## src/occ_regs.svh

```systemverilog
// register offsets, field positions, reset values for the output compare channel
// assumes a 32-bit axi4-lite register window, byte addressed
`ifndef OCC_REGS_SVH
`define OCC_REGS_SVH
`define OCC_CTRL_OFS 8'h00
`define OCC_PRI_OFS 8'h04
`define OCC_SEC_OFS 8'h08
`define OCC_STAT_OFS 8'h0c
`define OCC_MASK_OFS 8'h10
`define OCC_ON_BIT 15
`define OCC_STOP_IN_IDLE_BIT 13
`define OCC_WIDE_BIT 5
`define OCC_FLT_BIT 4
`define OCC_TSEL_BIT 3
`define OCC_CTRL_WMASK 32'h0000_a02f
`define OCC_CTRL_RST 32'h0000_0000
`define OCC_EV_CMP 0
`define OCC_EV_END 1
`define OCC_EV_FLT 2
`define OCC_EV_W 3
`endif

```

## src/occ_pkg.sv

```systemverilog
// types shared by the output compare channel
// assumes nothing beyond the header of constants
package occ_pkg;
  typedef enum logic [2:0] {
    OCC_OFF = 3'h0, OCC_SET_HI = 3'h1, OCC_SET_LO = 3'h2, OCC_TOGGLE = 3'h3,
    OCC_ONE_PULSE = 3'h4, OCC_PULSES = 3'h5, OCC_PWM = 3'h6, OCC_PWM_FLT = 3'h7
  } occ_mode_t;
  typedef enum logic [2:0] {
    OCC_ST_IDLE = 3'b001, OCC_ST_WAIT = 3'b010, OCC_ST_DONE = 3'b100
  } occ_state_t;
endpackage : occ_pkg

```

## src/occ_axil.sv

```systemverilog
// axi4-lite slave front end: one write and one read in flight
// assumes a master that holds valid and payload until taken
module occ_axil (
  // clock and reset
  input wire logic ref_clk,
  input wire logic rst,
  // axi4-lite
  input wire logic [7:0] awaddr,
  input wire logic awvalid,
  output logic awready,
  input wire logic [31:0] wdata,
  input wire logic [3:0] wstrb,
  input wire logic wvalid,
  output logic wready,
  output logic [1:0] bresp,
  output logic bvalid,
  input wire logic bready,
  input wire logic [7:0] araddr,
  input wire logic arvalid,
  output logic arready,
  output logic [31:0] rdata,
  output logic [1:0] rresp,
  output logic rvalid,
  input wire logic rready,
  // register side
  output logic wr_en,
  output logic [7:0] wr_addr,
  output logic [31:0] wr_data,
  output logic [3:0] wr_strb,
  input wire logic wr_ok,
  output logic [7:0] rd_addr,
  input wire logic [31:0] rd_data,
  input wire logic rd_ok
);
  logic aw_held;
  logic w_held;

  assign awready = !aw_held && !bvalid;
  assign wready = !w_held && !bvalid;
  assign arready = !rvalid;
  assign wr_en = aw_held && w_held && !bvalid;
  assign rd_addr = araddr;

  always_ff @(posedge ref_clk or posedge rst) begin
    if (rst) begin
      aw_held <= 1'b0;
      w_held <= 1'b0;
      wr_addr <= 8'h00;
      wr_data <= 32'h0000_0000;
      wr_strb <= 4'h0;
      bvalid <= 1'b0;
      bresp <= 2'h0;
    end else begin
      if (awvalid && awready) begin
        aw_held <= 1'b1;
        wr_addr <= awaddr;
      end
      if (wvalid && wready) begin
        w_held <= 1'b1;
        wr_data <= wdata;
        wr_strb <= wstrb;
      end
      if (wr_en) begin
        aw_held <= 1'b0;
        w_held <= 1'b0;
        bvalid <= 1'b1;
        bresp <= wr_ok ? 2'h0 : 2'h2;
      end else if (bvalid && bready) begin
        bvalid <= 1'b0;
      end
    end
  end

  always_ff @(posedge ref_clk or posedge rst) begin
    if (rst) begin
      rvalid <= 1'b0;
      rdata <= 32'h0000_0000;
      rresp <= 2'h0;
    end else if (arvalid && arready) begin
      rvalid <= 1'b1;
      rdata <= rd_ok ? rd_data : 32'h0000_0000;
      rresp <= rd_ok ? 2'h0 : 2'h2;
    end else if (rvalid && rready) begin
      rvalid <= 1'b0;
    end
  end
endmodule : occ_axil

```

## src/occ_sync.sv

```systemverilog
// two-flop synchroniser for a level from a pin
// assumes the input may change at any time
module occ_sync #(
  parameter int WIDTH = 1
) (
  // clock and reset
  input wire logic ref_clk,
  input wire logic rst,
  // level
  input wire logic [WIDTH-1:0] d,
  output logic [WIDTH-1:0] q
);
  logic [WIDTH-1:0] meta;

  always_ff @(posedge ref_clk or posedge rst) begin
    if (rst) begin
      meta <= '0;
      q <= '0;
    end else begin
      meta <= d;
      q <= meta;
    end
  end
endmodule : occ_sync

```

## src/occ_top.sv

```systemverilog
// output compare channel: control register, compare logic, output pin drive
// assumes timers and idle state come from logic on ref_clk; fault from a pin
//
// Behaviour
// - channel works only while enable bit 15 is one
// - with stop_in_idle set, channel halts while device is idle
// - wide_compare_select picks 32-bit compare, else low 16 bits only
// - fault flag set by hardware, cleared by hardware only, software cannot write
// - fault flag meaningful only in mode 111, reads zero otherwise
// - timer_source_select one picks second timer, zero picks first timer
// - mode 111 pwm with fault input, mode 110 pwm ignoring fault
// - mode 101 drives pin low, then continuous pulses
// - mode 100 drives pin low, then exactly one pulse
// - mode 011 toggles pin on every compare event
// - mode 010 starts pin high, compare event forces low
// - mode 001 starts pin low, compare event forces high
// - mode 000 leaves compare disabled, logic still powered
// - unimplemented control bits 31-16, 14, 12-6 read as zero
`include "occ_regs.svh"
module occ_top (
  // clock and reset
  input wire logic ref_clk,
  input wire logic rst,
  // axi4-lite
  input wire logic [7:0] awaddr,
  input wire logic awvalid,
  output logic awready,
  input wire logic [31:0] wdata,
  input wire logic [3:0] wstrb,
  input wire logic wvalid,
  output logic wready,
  output logic [1:0] bresp,
  output logic bvalid,
  input wire logic bready,
  input wire logic [7:0] araddr,
  input wire logic arvalid,
  output logic arready,
  output logic [31:0] rdata,
  output logic [1:0] rresp,
  output logic rvalid,
  input wire logic rready,
  // timers and device state
  input wire logic [31:0] first_timer_source,
  input wire logic [31:0] second_timer_source,
  input wire logic device_idle,
  // pins
  input wire logic fault_pin_n,
  output logic compare_output_pin,
  output logic compare_output_oe,
  // interrupt
  output logic irq
);
  import occ_pkg::*;

  logic [31:0] output_compare_control;
  logic [31:0] primary_compare_value;
  logic [31:0] secondary_compare_value;
  logic [`OCC_EV_W-1:0] event_status;
  logic [`OCC_EV_W-1:0] event_mask;
  logic pwm_fault_flag;
  logic wr_en;
  logic [7:0] wr_addr;
  logic [31:0] wr_data;
  logic [3:0] wr_strb;
  logic wr_ok;
  logic [7:0] rd_addr;
  logic [31:0] rd_data;
  logic rd_ok;
  logic fault_sync_n;
  occ_mode_t compare_mode_select;
  occ_mode_t last_mode;
  occ_state_t state;
  logic run;
  logic [31:0] timer_now;
  logic [31:0] timer_prev;
  logic timer_moved;
  logic hit_pri;
  logic hit_sec;
  logic ev_cmp;
  logic ev_end;
  logic ev_flt;
  logic mode_change;

  // merge byte lanes of a write into an old word
  function automatic logic [31:0] occ_merge(input logic [31:0] old, input logic [31:0] nw,
                                            input logic [3:0] strb);
    logic [31:0] res;
    res = old;
    for (int i = 0; i < 4; i++) begin
      if (strb[i]) begin
        res[i*8 +: 8] = nw[i*8 +: 8];
      end
    end
    return res;
  endfunction : occ_merge

  // compare at the selected width
  function automatic logic occ_match(input logic [31:0] a, input logic [31:0] b,
                                     input logic wide);
    return wide ? (a == b) : (a[15:0] == b[15:0]);
  endfunction : occ_match

  occ_axil u_axil (
    .ref_clk(ref_clk),
    .rst(rst),
    .awaddr(awaddr),
    .awvalid(awvalid),
    .awready(awready),
    .wdata(wdata),
    .wstrb(wstrb),
    .wvalid(wvalid),
    .wready(wready),
    .bresp(bresp),
    .bvalid(bvalid),
    .bready(bready),
    .araddr(araddr),
    .arvalid(arvalid),
    .arready(arready),
    .rdata(rdata),
    .rresp(rresp),
    .rvalid(rvalid),
    .rready(rready),
    .wr_en(wr_en),
    .wr_addr(wr_addr),
    .wr_data(wr_data),
    .wr_strb(wr_strb),
    .wr_ok(wr_ok),
    .rd_addr(rd_addr),
    .rd_data(rd_data),
    .rd_ok(rd_ok)
  );

  // fault pin is asynchronous; the synchroniser resets to the active level,
  // harmless because the control word stays clear for far longer than two edges
  occ_sync #(.WIDTH(1)) u_fault_sync (
    .ref_clk(ref_clk),
    .rst(rst),
    .d(fault_pin_n),
    .q(fault_sync_n)
  );

  assign compare_mode_select = occ_mode_t'(output_compare_control[2:0]);

  // enable gate, with optional halt while the device idles
  assign run = output_compare_control[`OCC_ON_BIT] &&
               !(output_compare_control[`OCC_STOP_IN_IDLE_BIT] && device_idle);

  // timer choice, narrowed when not wide
  always_comb begin
    timer_now = output_compare_control[`OCC_TSEL_BIT] ? second_timer_source
                                                      : first_timer_source;
    if (!output_compare_control[`OCC_WIDE_BIT]) begin
      timer_now = {16'h0000, timer_now[15:0]};
    end
  end

  // a match counts once per timer value, so a stopped timer gives no repeat events
  assign timer_moved = (timer_now != timer_prev);
  assign hit_pri = run && timer_moved &&
                   occ_match(timer_now, primary_compare_value,
                             output_compare_control[`OCC_WIDE_BIT]);
  assign hit_sec = run && timer_moved &&
                   occ_match(timer_now, secondary_compare_value,
                             output_compare_control[`OCC_WIDE_BIT]);

  // starts away from any real count so the first timer value counts as a move
  always_ff @(posedge ref_clk or posedge rst) begin
    if (rst) begin
      timer_prev <= 32'hffff_ffff;
    end else begin
      timer_prev <= timer_now;
    end
  end

  // register decode
  always_comb begin
    unique case (wr_addr)
      `OCC_CTRL_OFS, `OCC_PRI_OFS, `OCC_SEC_OFS, `OCC_STAT_OFS, `OCC_MASK_OFS: wr_ok = 1'b1;
      default: wr_ok = 1'b0;
    endcase
  end

  // read side: fault bit shown only in mode 111, unimplemented bits read zero
  always_comb begin
    rd_ok = 1'b1;
    rd_data = 32'h0000_0000;
    unique case (rd_addr)
      `OCC_CTRL_OFS: begin
        rd_data = output_compare_control;
        rd_data[`OCC_FLT_BIT] = pwm_fault_flag && (compare_mode_select == OCC_PWM_FLT);
      end
      `OCC_PRI_OFS: rd_data = primary_compare_value;
      `OCC_SEC_OFS: rd_data = secondary_compare_value;
      `OCC_STAT_OFS: rd_data = {29'h0000_0000, event_status};
      `OCC_MASK_OFS: rd_data = {29'h0000_0000, event_mask};
      default: rd_ok = 1'b0;
    endcase
  end

  // control register: only implemented bits hold, fault bit not writable
  always_ff @(posedge ref_clk or posedge rst) begin
    if (rst) begin
      output_compare_control <= `OCC_CTRL_RST;
    end else if (wr_en && wr_addr == `OCC_CTRL_OFS) begin
      output_compare_control <= occ_merge(output_compare_control, wr_data, wr_strb) &
                                `OCC_CTRL_WMASK;
    end
  end

  // both words kept whole; the narrow mode only looks at the low half
  always_ff @(posedge ref_clk or posedge rst) begin
    if (rst) begin
      primary_compare_value <= 32'h0000_0000;
      secondary_compare_value <= 32'h0000_0000;
    end else if (wr_en) begin
      if (wr_addr == `OCC_PRI_OFS) begin
        primary_compare_value <= occ_merge(primary_compare_value, wr_data, wr_strb);
      end
      if (wr_addr == `OCC_SEC_OFS) begin
        secondary_compare_value <= occ_merge(secondary_compare_value, wr_data, wr_strb);
      end
    end
  end

  // fault flag: set on fault in mode 111, cleared by hardware when the fault
  // input has gone and a new period starts, or when the mode is left
  assign ev_flt = run && (compare_mode_select == OCC_PWM_FLT) && !fault_sync_n && !pwm_fault_flag;

  always_ff @(posedge ref_clk or posedge rst) begin
    if (rst) begin
      pwm_fault_flag <= 1'b0;
    end else if (run && (compare_mode_select == OCC_PWM_FLT) && !fault_sync_n) begin
      pwm_fault_flag <= 1'b1;
    end else if (compare_mode_select != OCC_PWM_FLT || (hit_pri && fault_sync_n)) begin
      pwm_fault_flag <= 1'b0;
    end
  end

  // a mode write or a dropped enable restarts the pin from its initial level
  assign mode_change = (compare_mode_select != last_mode) || !output_compare_control[`OCC_ON_BIT];

  // mode seen on the last edge, forced off while disabled
  always_ff @(posedge ref_clk or posedge rst) begin
    if (rst) begin
      last_mode <= OCC_OFF;
    end else begin
      last_mode <= output_compare_control[`OCC_ON_BIT] ? compare_mode_select : OCC_OFF;
    end
  end

  // pulse sequencing for single and continuous pulse modes
  always_ff @(posedge ref_clk or posedge rst) begin
    if (rst) begin
      state <= OCC_ST_IDLE;
    end else if (mode_change) begin
      state <= OCC_ST_IDLE;
    end else begin
      unique case (state)
        OCC_ST_IDLE: begin
          if (hit_pri && (compare_mode_select == OCC_ONE_PULSE ||
                          compare_mode_select == OCC_PULSES)) begin
            state <= OCC_ST_WAIT;
          end
        end
        OCC_ST_WAIT: begin
          if (hit_sec) begin
            state <= (compare_mode_select == OCC_PULSES) ? OCC_ST_IDLE
                                                         : OCC_ST_DONE;
          end
        end
        OCC_ST_DONE: state <= OCC_ST_DONE;
        default: state <= OCC_ST_IDLE;
      endcase
    end
  end

  // output pin drive per mode
  always_ff @(posedge ref_clk or posedge rst) begin
    if (rst) begin
      compare_output_pin <= 1'b0;
    end else if (mode_change) begin
      compare_output_pin <= output_compare_control[`OCC_ON_BIT] &&
                            (compare_mode_select == OCC_SET_LO);
    end else if (run) begin
      unique case (compare_mode_select)
        OCC_OFF: compare_output_pin <= 1'b0;
        OCC_SET_HI: begin
          if (hit_pri) compare_output_pin <= 1'b1;
        end
        OCC_SET_LO: begin
          if (hit_pri) compare_output_pin <= 1'b0;
        end
        OCC_TOGGLE: begin
          if (hit_pri) compare_output_pin <= !compare_output_pin;
        end
        OCC_ONE_PULSE, OCC_PULSES: begin
          if (state == OCC_ST_IDLE && hit_pri) compare_output_pin <= 1'b1;
          else if (state == OCC_ST_WAIT && hit_sec) compare_output_pin <= 1'b0;
        end
        OCC_PWM, OCC_PWM_FLT: begin
          // primary starts the high phase, secondary ends it; in mode 111 fault holds low
          if (compare_mode_select == OCC_PWM_FLT &&
              (pwm_fault_flag || !fault_sync_n)) compare_output_pin <= 1'b0;
          else if (hit_pri) compare_output_pin <= 1'b1;
          else if (hit_sec) compare_output_pin <= 1'b0;
        end
      endcase
    end
  end

  // pin released whenever the channel cannot drive it
  always_ff @(posedge ref_clk or posedge rst) begin
    if (rst) begin
      compare_output_oe <= 1'b0;
    end else begin
      compare_output_oe <= output_compare_control[`OCC_ON_BIT] &&
                           (compare_mode_select != OCC_OFF);
    end
  end

  // events: set beats a write-one clear in the same cycle
  assign ev_cmp = hit_pri && (compare_mode_select != OCC_OFF);
  assign ev_end = hit_sec && (state == OCC_ST_WAIT);

  // status and mask use byte lane 0 only
  always_ff @(posedge ref_clk or posedge rst) begin
    if (rst) begin
      event_status <= '0;
      event_mask <= '0;
    end else begin
      if (wr_en && wr_addr == `OCC_MASK_OFS && wr_strb[0]) begin
        event_mask <= wr_data[`OCC_EV_W-1:0];
      end
      event_status <= (event_status &
                       ~((wr_en && wr_addr == `OCC_STAT_OFS && wr_strb[0]) ?
                         wr_data[`OCC_EV_W-1:0] : {`OCC_EV_W{1'b0}})) |
                      {ev_flt, ev_end, ev_cmp};
    end
  end

  // level output, stays high until every unmasked event is cleared or masked
  assign irq = |(event_status & event_mask);
endmodule : occ_top

```

## config.mk

```make
export PLATFORM = sky130hd
export DESIGN_NAME = occ_top
export DESIGN_NICKNAME = d
export VERILOG_FILES = /design/src/occ_pkg.sv /design/src/occ_axil.sv /design/src/occ_sync.sv /design/src/occ_top.sv
export VERILOG_INCLUDE_DIRS = /design/src /design/src/src
export SDC_FILE = /design/constraint.sdc
export NUM_CORES = 1
export LEC_CHECK = 0
export BUFFER_PORTS_ARGS = -buffer_cell sky130_fd_sc_hd__buf_2
export CAP_MARGIN = 20
export CORE_ASPECT_RATIO = 1.2
export CORE_UTILIZATION = 50
export CTS_BUF_LIST = sky130_fd_sc_hd__clkbuf_2 sky130_fd_sc_hd__clkbuf_4 sky130_fd_sc_hd__clkbuf_8
export CTS_CLUSTER_SIZE = 25
export DETAILED_ROUTE_END_ITERATION = 12
export PLACE_DENSITY = 0.72
export SLEW_MARGIN = 20
export SYNTH_ARGS = -nofsm -noshare
export SYNTH_HDL_FRONTEND = slang
export SYNTH_SLANG_ARGS = --single-unit
```

## constraint.sdc

```tcl
create_clock -name ref_clk -period 18.38 [get_ports ref_clk]
set_input_delay 1.838 -clock ref_clk [delete_from_list [all_inputs] [get_ports ref_clk]]
set_output_delay 1.838 -clock ref_clk [all_outputs]
set_load 0.03 [all_outputs]
```

==> run_results.csv, run 1 <==
group,metric,value,unit
clock_tree,post_cts_resized,0,
clock_tree,cts_root_buf,"clkbuf_8",
route,first_pass_iters,6,
global_routing,grt_max_degree,126,
synthesis,synth_area,0.009843,mm^2
finish,nets,1126,
power_and_ir_drop,switching_power,0.4017,mW
critical_path,max_stage_delay,0.58,ns
power_and_ir_drop,peakVddDrop,79.41,uV
clock_tree,cts_tree,"built",
critical_path,cp-end-kind,"flip-flop",
critical_path,critPathMaxFanout,7,
finish,final_cells,1283,
sta,setup_tns,0,ns
sta,period_share,20.87,%
route,wire_per_inst,18.62,um
die,start_util,51.64,%
die,die_area,0.02025,mm^2
hold_path,min_path_type,"flip-flop to flip-flop",
clock_tree,cts_setup_buffers,0,
sta,clock_skew,0.02298,ns
critical_path,path_class,"primary input to flip-flop",
sta,rsz0062_at_grt,"false",
synthesis,synth_seq_cells,202,
critical_path,crit_family,"simple AND/OR/NAND/NOR gates",
sta,relSlewSlack,30.87,%
global_routing,antenna_found_initial,0,
clock_tree,cts_made_buffers,34,
clock_tree,clock-sinks,202,
critical_path,crit_slowest_cell,"nor3_1",
finish,diodes,0,
route,vias_per_cell,5.592,
power_and_ir_drop,p_comb_share,20.9,%
status,outcome,"finished clean",
route,drt_iter0_drc,397,
power_and_ir_drop,power.density,116.5,mW/mm^2
critical_path,worstPathRequired,18.77,ns
die,rows,55,
critical_path,critPathArrivalTime,4.23,ns
finish,final_cell_area,0.01168,mm^2
global_routing,grt_pass1_vias,7138,
finish,area_growth,18.63,%
global_routing,grtUsageMet2,41.82,%
critical_path,crit_chain,"buf_2, mux2i_1, or3_1, nand4_1, nor4_1, a31oi_1, nor3_1, a2111oi_0, a221o_1",
finish,final_layout_size_suffix_gt1_share,40.21,%
placement,portBuffers,166,
clock_tree,h-tree-depth,2,
power_and_ir_drop,clock_power_share,34.1,%
synthesis,synth_edf_count,0,
synthesis,ys_seq_area_share,51.77,%
die,dieHeight,155.7,um
global_routing,grtUsageTotal,24.63,%
placement,gp_congestion,0.8417,
power_and_ir_drop,p_leak,5.243,nW
sta,timing.final.ws_setup,14.54,ns
synthesis,yosys_most_used_dff,"dfrtp_1",
clock_tree,cts_buffer_depth,3,
route,post-route-drc-count,0,
synthesis,synthCells,835,
critical_path,critPathLaunchType,"primary input",
synthesis,syn_avg_cell_area,11.79,um^2
die,pin_count,169,
sta,hold_viol,0,
sta,max_freq,260.7,MHz
synthesis,yosysUniqueCellTypes,59,
global_routing,met1_usage,30.77,%
placement,dpl.cell_count,1221,
placement,dp_hpwl,16.63,mm
die,coreArea,0.01906,mm^2
sta,maxSlewViolCount,0,
power_and_ir_drop,pwr-share-seq,44.9,%
run,timing.max_cap.violations,0,
global_routing,grt-ovfl-total,0,
global_routing,grt_first_pass_wirelength,37.75,mm
route,vias,7174,
sta,post-route-min-period,3.836,ns
synthesis,synthArstFlopShare,100.0,%
finish,layout_common_cells,"dfrtp_1, buf_2, mux2_2",
global_routing,grt-busiest-layer,"met2",
global_routing,gr-usage-met3,4.390,%
sta,worst_pin_slew,1.037,ns
placement,place_ws,14.01,ns
die,die_w,130.1,um
power_and_ir_drop,p_int,0.9591,mW
critical_path,worst-path-buf-inv,1,
clock_tree,path_clk_slew,0.06,ns
clock_tree,hold_buffers,0,
route,routed_wl,23.89,mm
finish,layout_commonest_cell,"dfrtp_1",
power_and_ir_drop,p_sw_share,29.52,%
clock_tree,clk_latency,0.52,ns
route,ant_nets,0,
placement,place_area,0.01086,mm^2
synthesis,synth_warnings,0,
sta,finalSetupViolCount,0,
## synthesized netlist by cell type (all sizes together), types with 2 or more instances
master  number  area share [%]
dfrtp      169              43
mux2       124              14
xnor2       63             5.6
o21ai       58             2.9
nand2       48             1.8
clkbuf      35             1.3
dfstp       33             8.8
mux2i       32             4.8
nor2        32             1.2
inv         30             1.1
a22oi       24             1.8
nor4        22             1.4
or3         22             1.4
nand4       16             1.0
nor3        13            0.66
a21oi       11            0.56
and2         9            0.57
o31ai        9            0.83
buf          8            0.75
nand2b       7            0.44
nand3        7            0.36
nor2b        5            0.32
nor3b        5            0.43
o21a         5            0.38
a21boi       4            0.31
a31oi        4            0.25
and3         4            0.25
and4b        4            0.41
nor4b        4            0.36
xor2         4            0.36
a222oi       3            0.31
a22o         3            0.27
o21bai       3            0.23
or4          2            0.15
## per-stage QoR
stage          power (mW)  utilization, %  hold slack (ns)
5_1_grt             1.431           61.26           0.3665
2_1_floorplan      0.8156               -           0.3312
6_report            1.361           61.26           0.3497
4_1_cts             1.372           61.26           0.3520
3_5_place_dp       0.9050           56.97           0.3435
3_3_place_gp       0.8943           56.89           0.3358
## power by group through the flow
stage | combinational, mW | sequential [mW] | clock [mW]
floorplan | 0.225 | 0.591 | 0
CTS | 0.288 | 0.611 | 0.473
global placement | 0.280 | 0.614 | 0
detailed placement | 0.287 | 0.618 | 0
finish | 0.285 | 0.612 | 0.464
global route | 0.313 | 0.624 | 0.494
## cells by family after synthesis
logic type	share of synthesized area, %
AOI/OAI and AO/OA	8.707
muxes	19.30
other	0.03810
xor gates and xnor gates	5.962
and+or+nand+nor	11.00
DFF	51.77
buffers and inverters	3.229
## worst paths after layout
kind                                      startpoint                         to  slack [ns]  depth (start not counted)
setup / recovery             second_timer_source[22]         compare_output_pin       14.54                          9
hold / removal                     u_fault_sync.meta             u_fault_sync.q        0.35                          0
setup reg to reg           output_compare_control[3]         compare_output_pin       14.85                          9
hold reg to reg                    u_fault_sync.meta             u_fault_sync.q        0.35                          0
max in group asynchronous                        rst  output_compare_control[3]       15.25                          3
min in group asynchronous                        rst          u_axil.wr_addr[1]        1.49                          2
## cell type report
type                       instances  area [um^2]
inverter                          30        120.1
clock buffer                      57        740.7
clock inverter                     5        77.57
tap                              256        320.3
fill                            1618         7385
timing repair buffer             172        883.3
multi-input combinational        561         4438
sequential                       202         5097
## routing by layer
layer | part of all wire [%] | up-vias
met4 | 3.4 | 0
li1 | - | 3314
met2 | 50 | 236
met1 | 42 | 3572
met5 | 0 | -
met3 | 5.4 | 52
## flip-flops by register name (all words and copies together), names as in the netlist
| signal | flops |
|---|---|
| u_axil.wr_addr | 8 |
| u_axil.rdata | 32 |
| output_compare_control | 7 |
| u_axil.wr_strb | 4 |
| pwm_fault_flag | 1 |
| compare_output_oe | 1 |
| event_status | 3 |
| u_axil.bvalid | 1 |
| last_mode | 3 |
| event_mask | 3 |
| state | 3 |
| u_axil.aw_held | 1 |
| u_fault_sync.meta | 1 |
| u_fault_sync.q | 1 |
| u_axil.wr_data | 32 |
| u_axil.rresp | 1 |
| compare_output_pin | 1 |
| u_axil.w_held | 1 |
| u_axil.bresp | 1 |
| timer_prev | 32 |
| primary_compare_value | 32 |
| u_axil.rvalid | 1 |
| secondary_compare_value | 32 |
## worst reg2reg max path, cell delays in order (launching register included)
cell and delay (ns):
dfrtp_2 0.34, buf_4 0.61, mux2i_1 0.63, or3_1 0.18, nand4_1 0.10, nor4_1 0.37
a31oi_1 0.19, nor3_1 0.58, a2111oi_0 0.14, a221o_1 0.28
(Power assumes the default switching activity.)
==> run 2, diff against run 1 <==
--- a/config.mk
+++ b/config.mk
@@ -6,6 +6,7 @@
 export SDC_FILE = /design/constraint.sdc
 export NUM_CORES = 1
 export LEC_CHECK = 0
+export ABC_AREA = 1
 export BUFFER_PORTS_ARGS = -buffer_cell sky130_fd_sc_hd__buf_2
 export CAP_MARGIN = 20
 export CORE_ASPECT_RATIO = 1.2
==> constraint.sdc (replaced) <==
create_clock -name ref_clk -period 3.9 [get_ports ref_clk]
set_input_delay 0.39 -clock ref_clk [delete_from_list [all_inputs] [get_ports ref_clk]]
set_output_delay 0.39 -clock ref_clk [all_outputs]
set_load 0.03 [all_outputs]
==> run_results.csv, run 2 <==
group,metric,value,unit
status,outcome,"finished clean",
route,vias,9439,
critical_path,critPathLaunchType,"flip-flop",
synthesis,yosysMostFrequentCell,"nand2_1",
sta,worst_pin_slew,1.033,ns
critical_path,r2r_end,"compare_output_pin",
synthesis,synth_top_area_share,40.20,%
run,timing.max_cap.violations,0,
critical_path,worstReg2RegStart,"output_compare_control[3]",
critical_path,worstPathRequired,4.28,ns
die,pin_count,169,
power_and_ir_drop,pwr-share-seq,42.1,%
synthesis,synth_area,0.01052,mm^2
finish,fin_util,60.32,%
synthesis,yosys-top-cells-count,"nand2_1, inv_1, dfrtp_1",
route,vias_per_cell,5.077,
power_and_ir_drop,p_sw_share,34.29,%
die,rows,57,
sta,post-route-min-period,2.742,ns
power_and_ir_drop,peakVddDrop,593.5,uV
die,coreArea,0.02047,mm^2
sta,clock_skew,0.03562,ns
hold_path,min_path_type,"primary input to flip-flop",
clock_tree,cts_tree,"built",
synthesis,yosysUniqueCellTypes,38,
synthesis,yosys.area.top_type,"dfrtp_1",
route,ant_nets,0,
sta,maxSlewViolCount,0,
synthesis,synth_edf_count,0,
synthesis,syn_avg_cell_area,7.503,um^2
synthesis,synthTopCellsByArea,"dfrtp_1, nand2_1, dfstp_2, inv_1, o21ai_0",
hold_path,holdPathEnd,"u_axil.bvalid",
global_routing,grt-ovfl-total,0,
clock_tree,h-tree-depth,2,
hold_path,hp-start,"bready",
finish,diodes,0,
synthesis,synthArstFlopShare,100.0,%
sta,max_freq,364.7,MHz
placement,gp_congestion,0.9004,
critical_path,r2r_cells,17,
global_routing,grt_pass1_vias,9050,
finish,nets,1693,
finish,layout_common_cells,"nand2_1, inv_1, dfrtp_1",
clock_tree,cts_buffer_depth,3,
sta,finalSetupViolCount,0,
clock_tree,cts_root_buf,"clkbuf_8",
clock_tree,clock-sinks,202,
sta,period_share,70.30,%
sta,hold_slack,0.05226,ns
placement,dpl.cell_count,1795,
die,die_area,0.02162,mm^2
synthesis,yosys_most_used_dff,"dfrtp_1",
global_routing,grt_first_pass_wirelength,44.77,mm
finish,final_cells,1859,
die,dieHeight,160.9,um
finish,fillCellCount,1876,
global_routing,grtUsageTotal,26.21,%
critical_path,cp-end-kind,"flip-flop",
power_and_ir_drop,p_leak,6.547,nW
route,routed_wl,27.36,mm
synthesis,synthCells,1402,
power_and_ir_drop,power.density,548.9,mW/mm^2
clock_tree,cts_setup_buffers,0,
sta,rsz0062_at_grt,"false",
route,first_pass_iters,6,
clock_tree,cts_made_buffers,34,
route,wire_per_inst,14.72,um
placement,portBuffers,166,
die,die_w,134.4,um
route,drt_iter0_drc,657,
clock_tree,path_clk_slew,0.07,ns
power_and_ir_drop,switching_power,2.324,mW
route,post-route-drc-count,0,
finish,area_growth,17.37,%
sta,timing.final.ws_setup,1.158,ns
finish,layout_commonest_cell,"nand2_1",
placement,place_ws,1.121,ns
global_routing,grt_max_degree,80,
sta,hold_viol,0,
power_and_ir_drop,clock_power_share,31.2,%
clock_tree,clk_latency,0.52,ns
critical_path,critPathMaxFanout,39,
placement,dp_hpwl,19.67,mm
critical_path,path_class,"flip-flop to flip-flop",
sta,relSlewSlack,31.05,%
synthesis,synth_warnings,0,
critical_path,reg2reg_setup_slack,1.16,ns
finish,final_layout_size_suffix_gt1_share,20.01,%
power_and_ir_drop,p_comb_share,26.7,%
die,start_util,51.39,%
sta,setup_tns,0,ns
global_routing,antenna_found_initial,0,
synthesis,ys_seq_area_share,48.45,%
power_and_ir_drop,p_int,4.453,mW
critical_path,critPathArrivalTime,3.12,ns
hold_path,whs_path_depth,2,
synthesis,synth_seq_cells,202,
==> run 2: what timing repair did <==
action / 4_1_cts / 5_1_grt
resized for setup: 0 / 0
hold endpoints to repair: 22 / 0
hold buffers: 2 / 0
==> run 2: cells by family after synthesis <==
kind of cell    count (synthesis)  synth area share [%]
simple gates                  723                 29.01
buf+inv                       256                 10.04
flops                         202                 48.45
compound gates                185                 9.409
xor+xnor                       29                 2.415
mux                             6                0.6423
other cells                     1               0.03565
==> run 2: how the worst max path moves through the flow <==
stage | from | slack (ns) | cells past startpoint | to
after global placement | output_compare_control[5] | 1.18 | 17 | compare_output_pin
after floorplan | rst | 0.92 | 1 | compare_output_oe
final | output_compare_control[3] | 1.16 | 17 | compare_output_pin
after CTS | output_compare_control[5] | 1.10 | 18 | compare_output_pin
after detailed placement | output_compare_control[5] | 1.12 | 18 | compare_output_pin
after global routing | output_compare_control[3] | 0.81 | 16 | compare_output_pin
==> run 2: area by class of cell <==
class	instances	area [um^2]	share of cell area (%)
timing repair buffer	179	978.4	7.925
multi-input combinational	945	4379	35.47
tap	265	331.6	2.686
inverter	206	777.0	6.294
clock inverter	5	75.07	0.6081
clock buffer	57	703.2	5.696
sequential	202	5101	41.32
==> run 2: per-layer routing <==
layer	up-vias	share of wire [%]	track usage (%)
met5	-	0	0
met4	0	2.5	8.478
met3	57	6.3	4.514
met2	305	46	43.31
met1	4368	45	34.99
li1	4709	-	-
==> run 2: metrics by stage <==
| stage | cell area, um^2 | total power, mW |
|---|---|---|
| floorplan | 10530 | 4.179 |
| global placement | 11520 | 4.626 |
| detailed placement | 11540 | 4.692 |
| CTS | 12340 | 6.832 |
| global route | 12350 | 7.228 |
| finish | 12350 | 6.777 |
==> run 2: critical path, stage by stage (launching register included) <==
cell     delay (ns)
dfrtp_2        0.40
inv_2          0.55
nand2_1        0.15
nand2_1        0.21
xor2_1         0.17
nand3_1        0.08
nor2_1         0.10
nand2_1        0.10
nor2_1         0.18
nand2_2        0.10
nor2_4         0.16
nor2_1         0.06
nand2_1        0.07
nand2_1        0.06
inv_1          0.05
nand2_1        0.04
nand2_1        0.05
nand2_1        0.05
==> run 2: power groups by stage <==
| stage | Clock [mW] | Combinational (mW) | Sequential (mW) |
|---|---|---|---|
| 2_1_floorplan | 0 | 1.36 | 2.82 |
| 6_report | 2.12 | 1.81 | 2.85 |
| 3_5_place_dp | 0 | 1.81 | 2.88 |
| 3_3_place_gp | 0 | 1.76 | 2.87 |
| 5_1_grt | 2.25 | 2.07 | 2.91 |
| 4_1_cts | 2.16 | 1.82 | 2.85 |
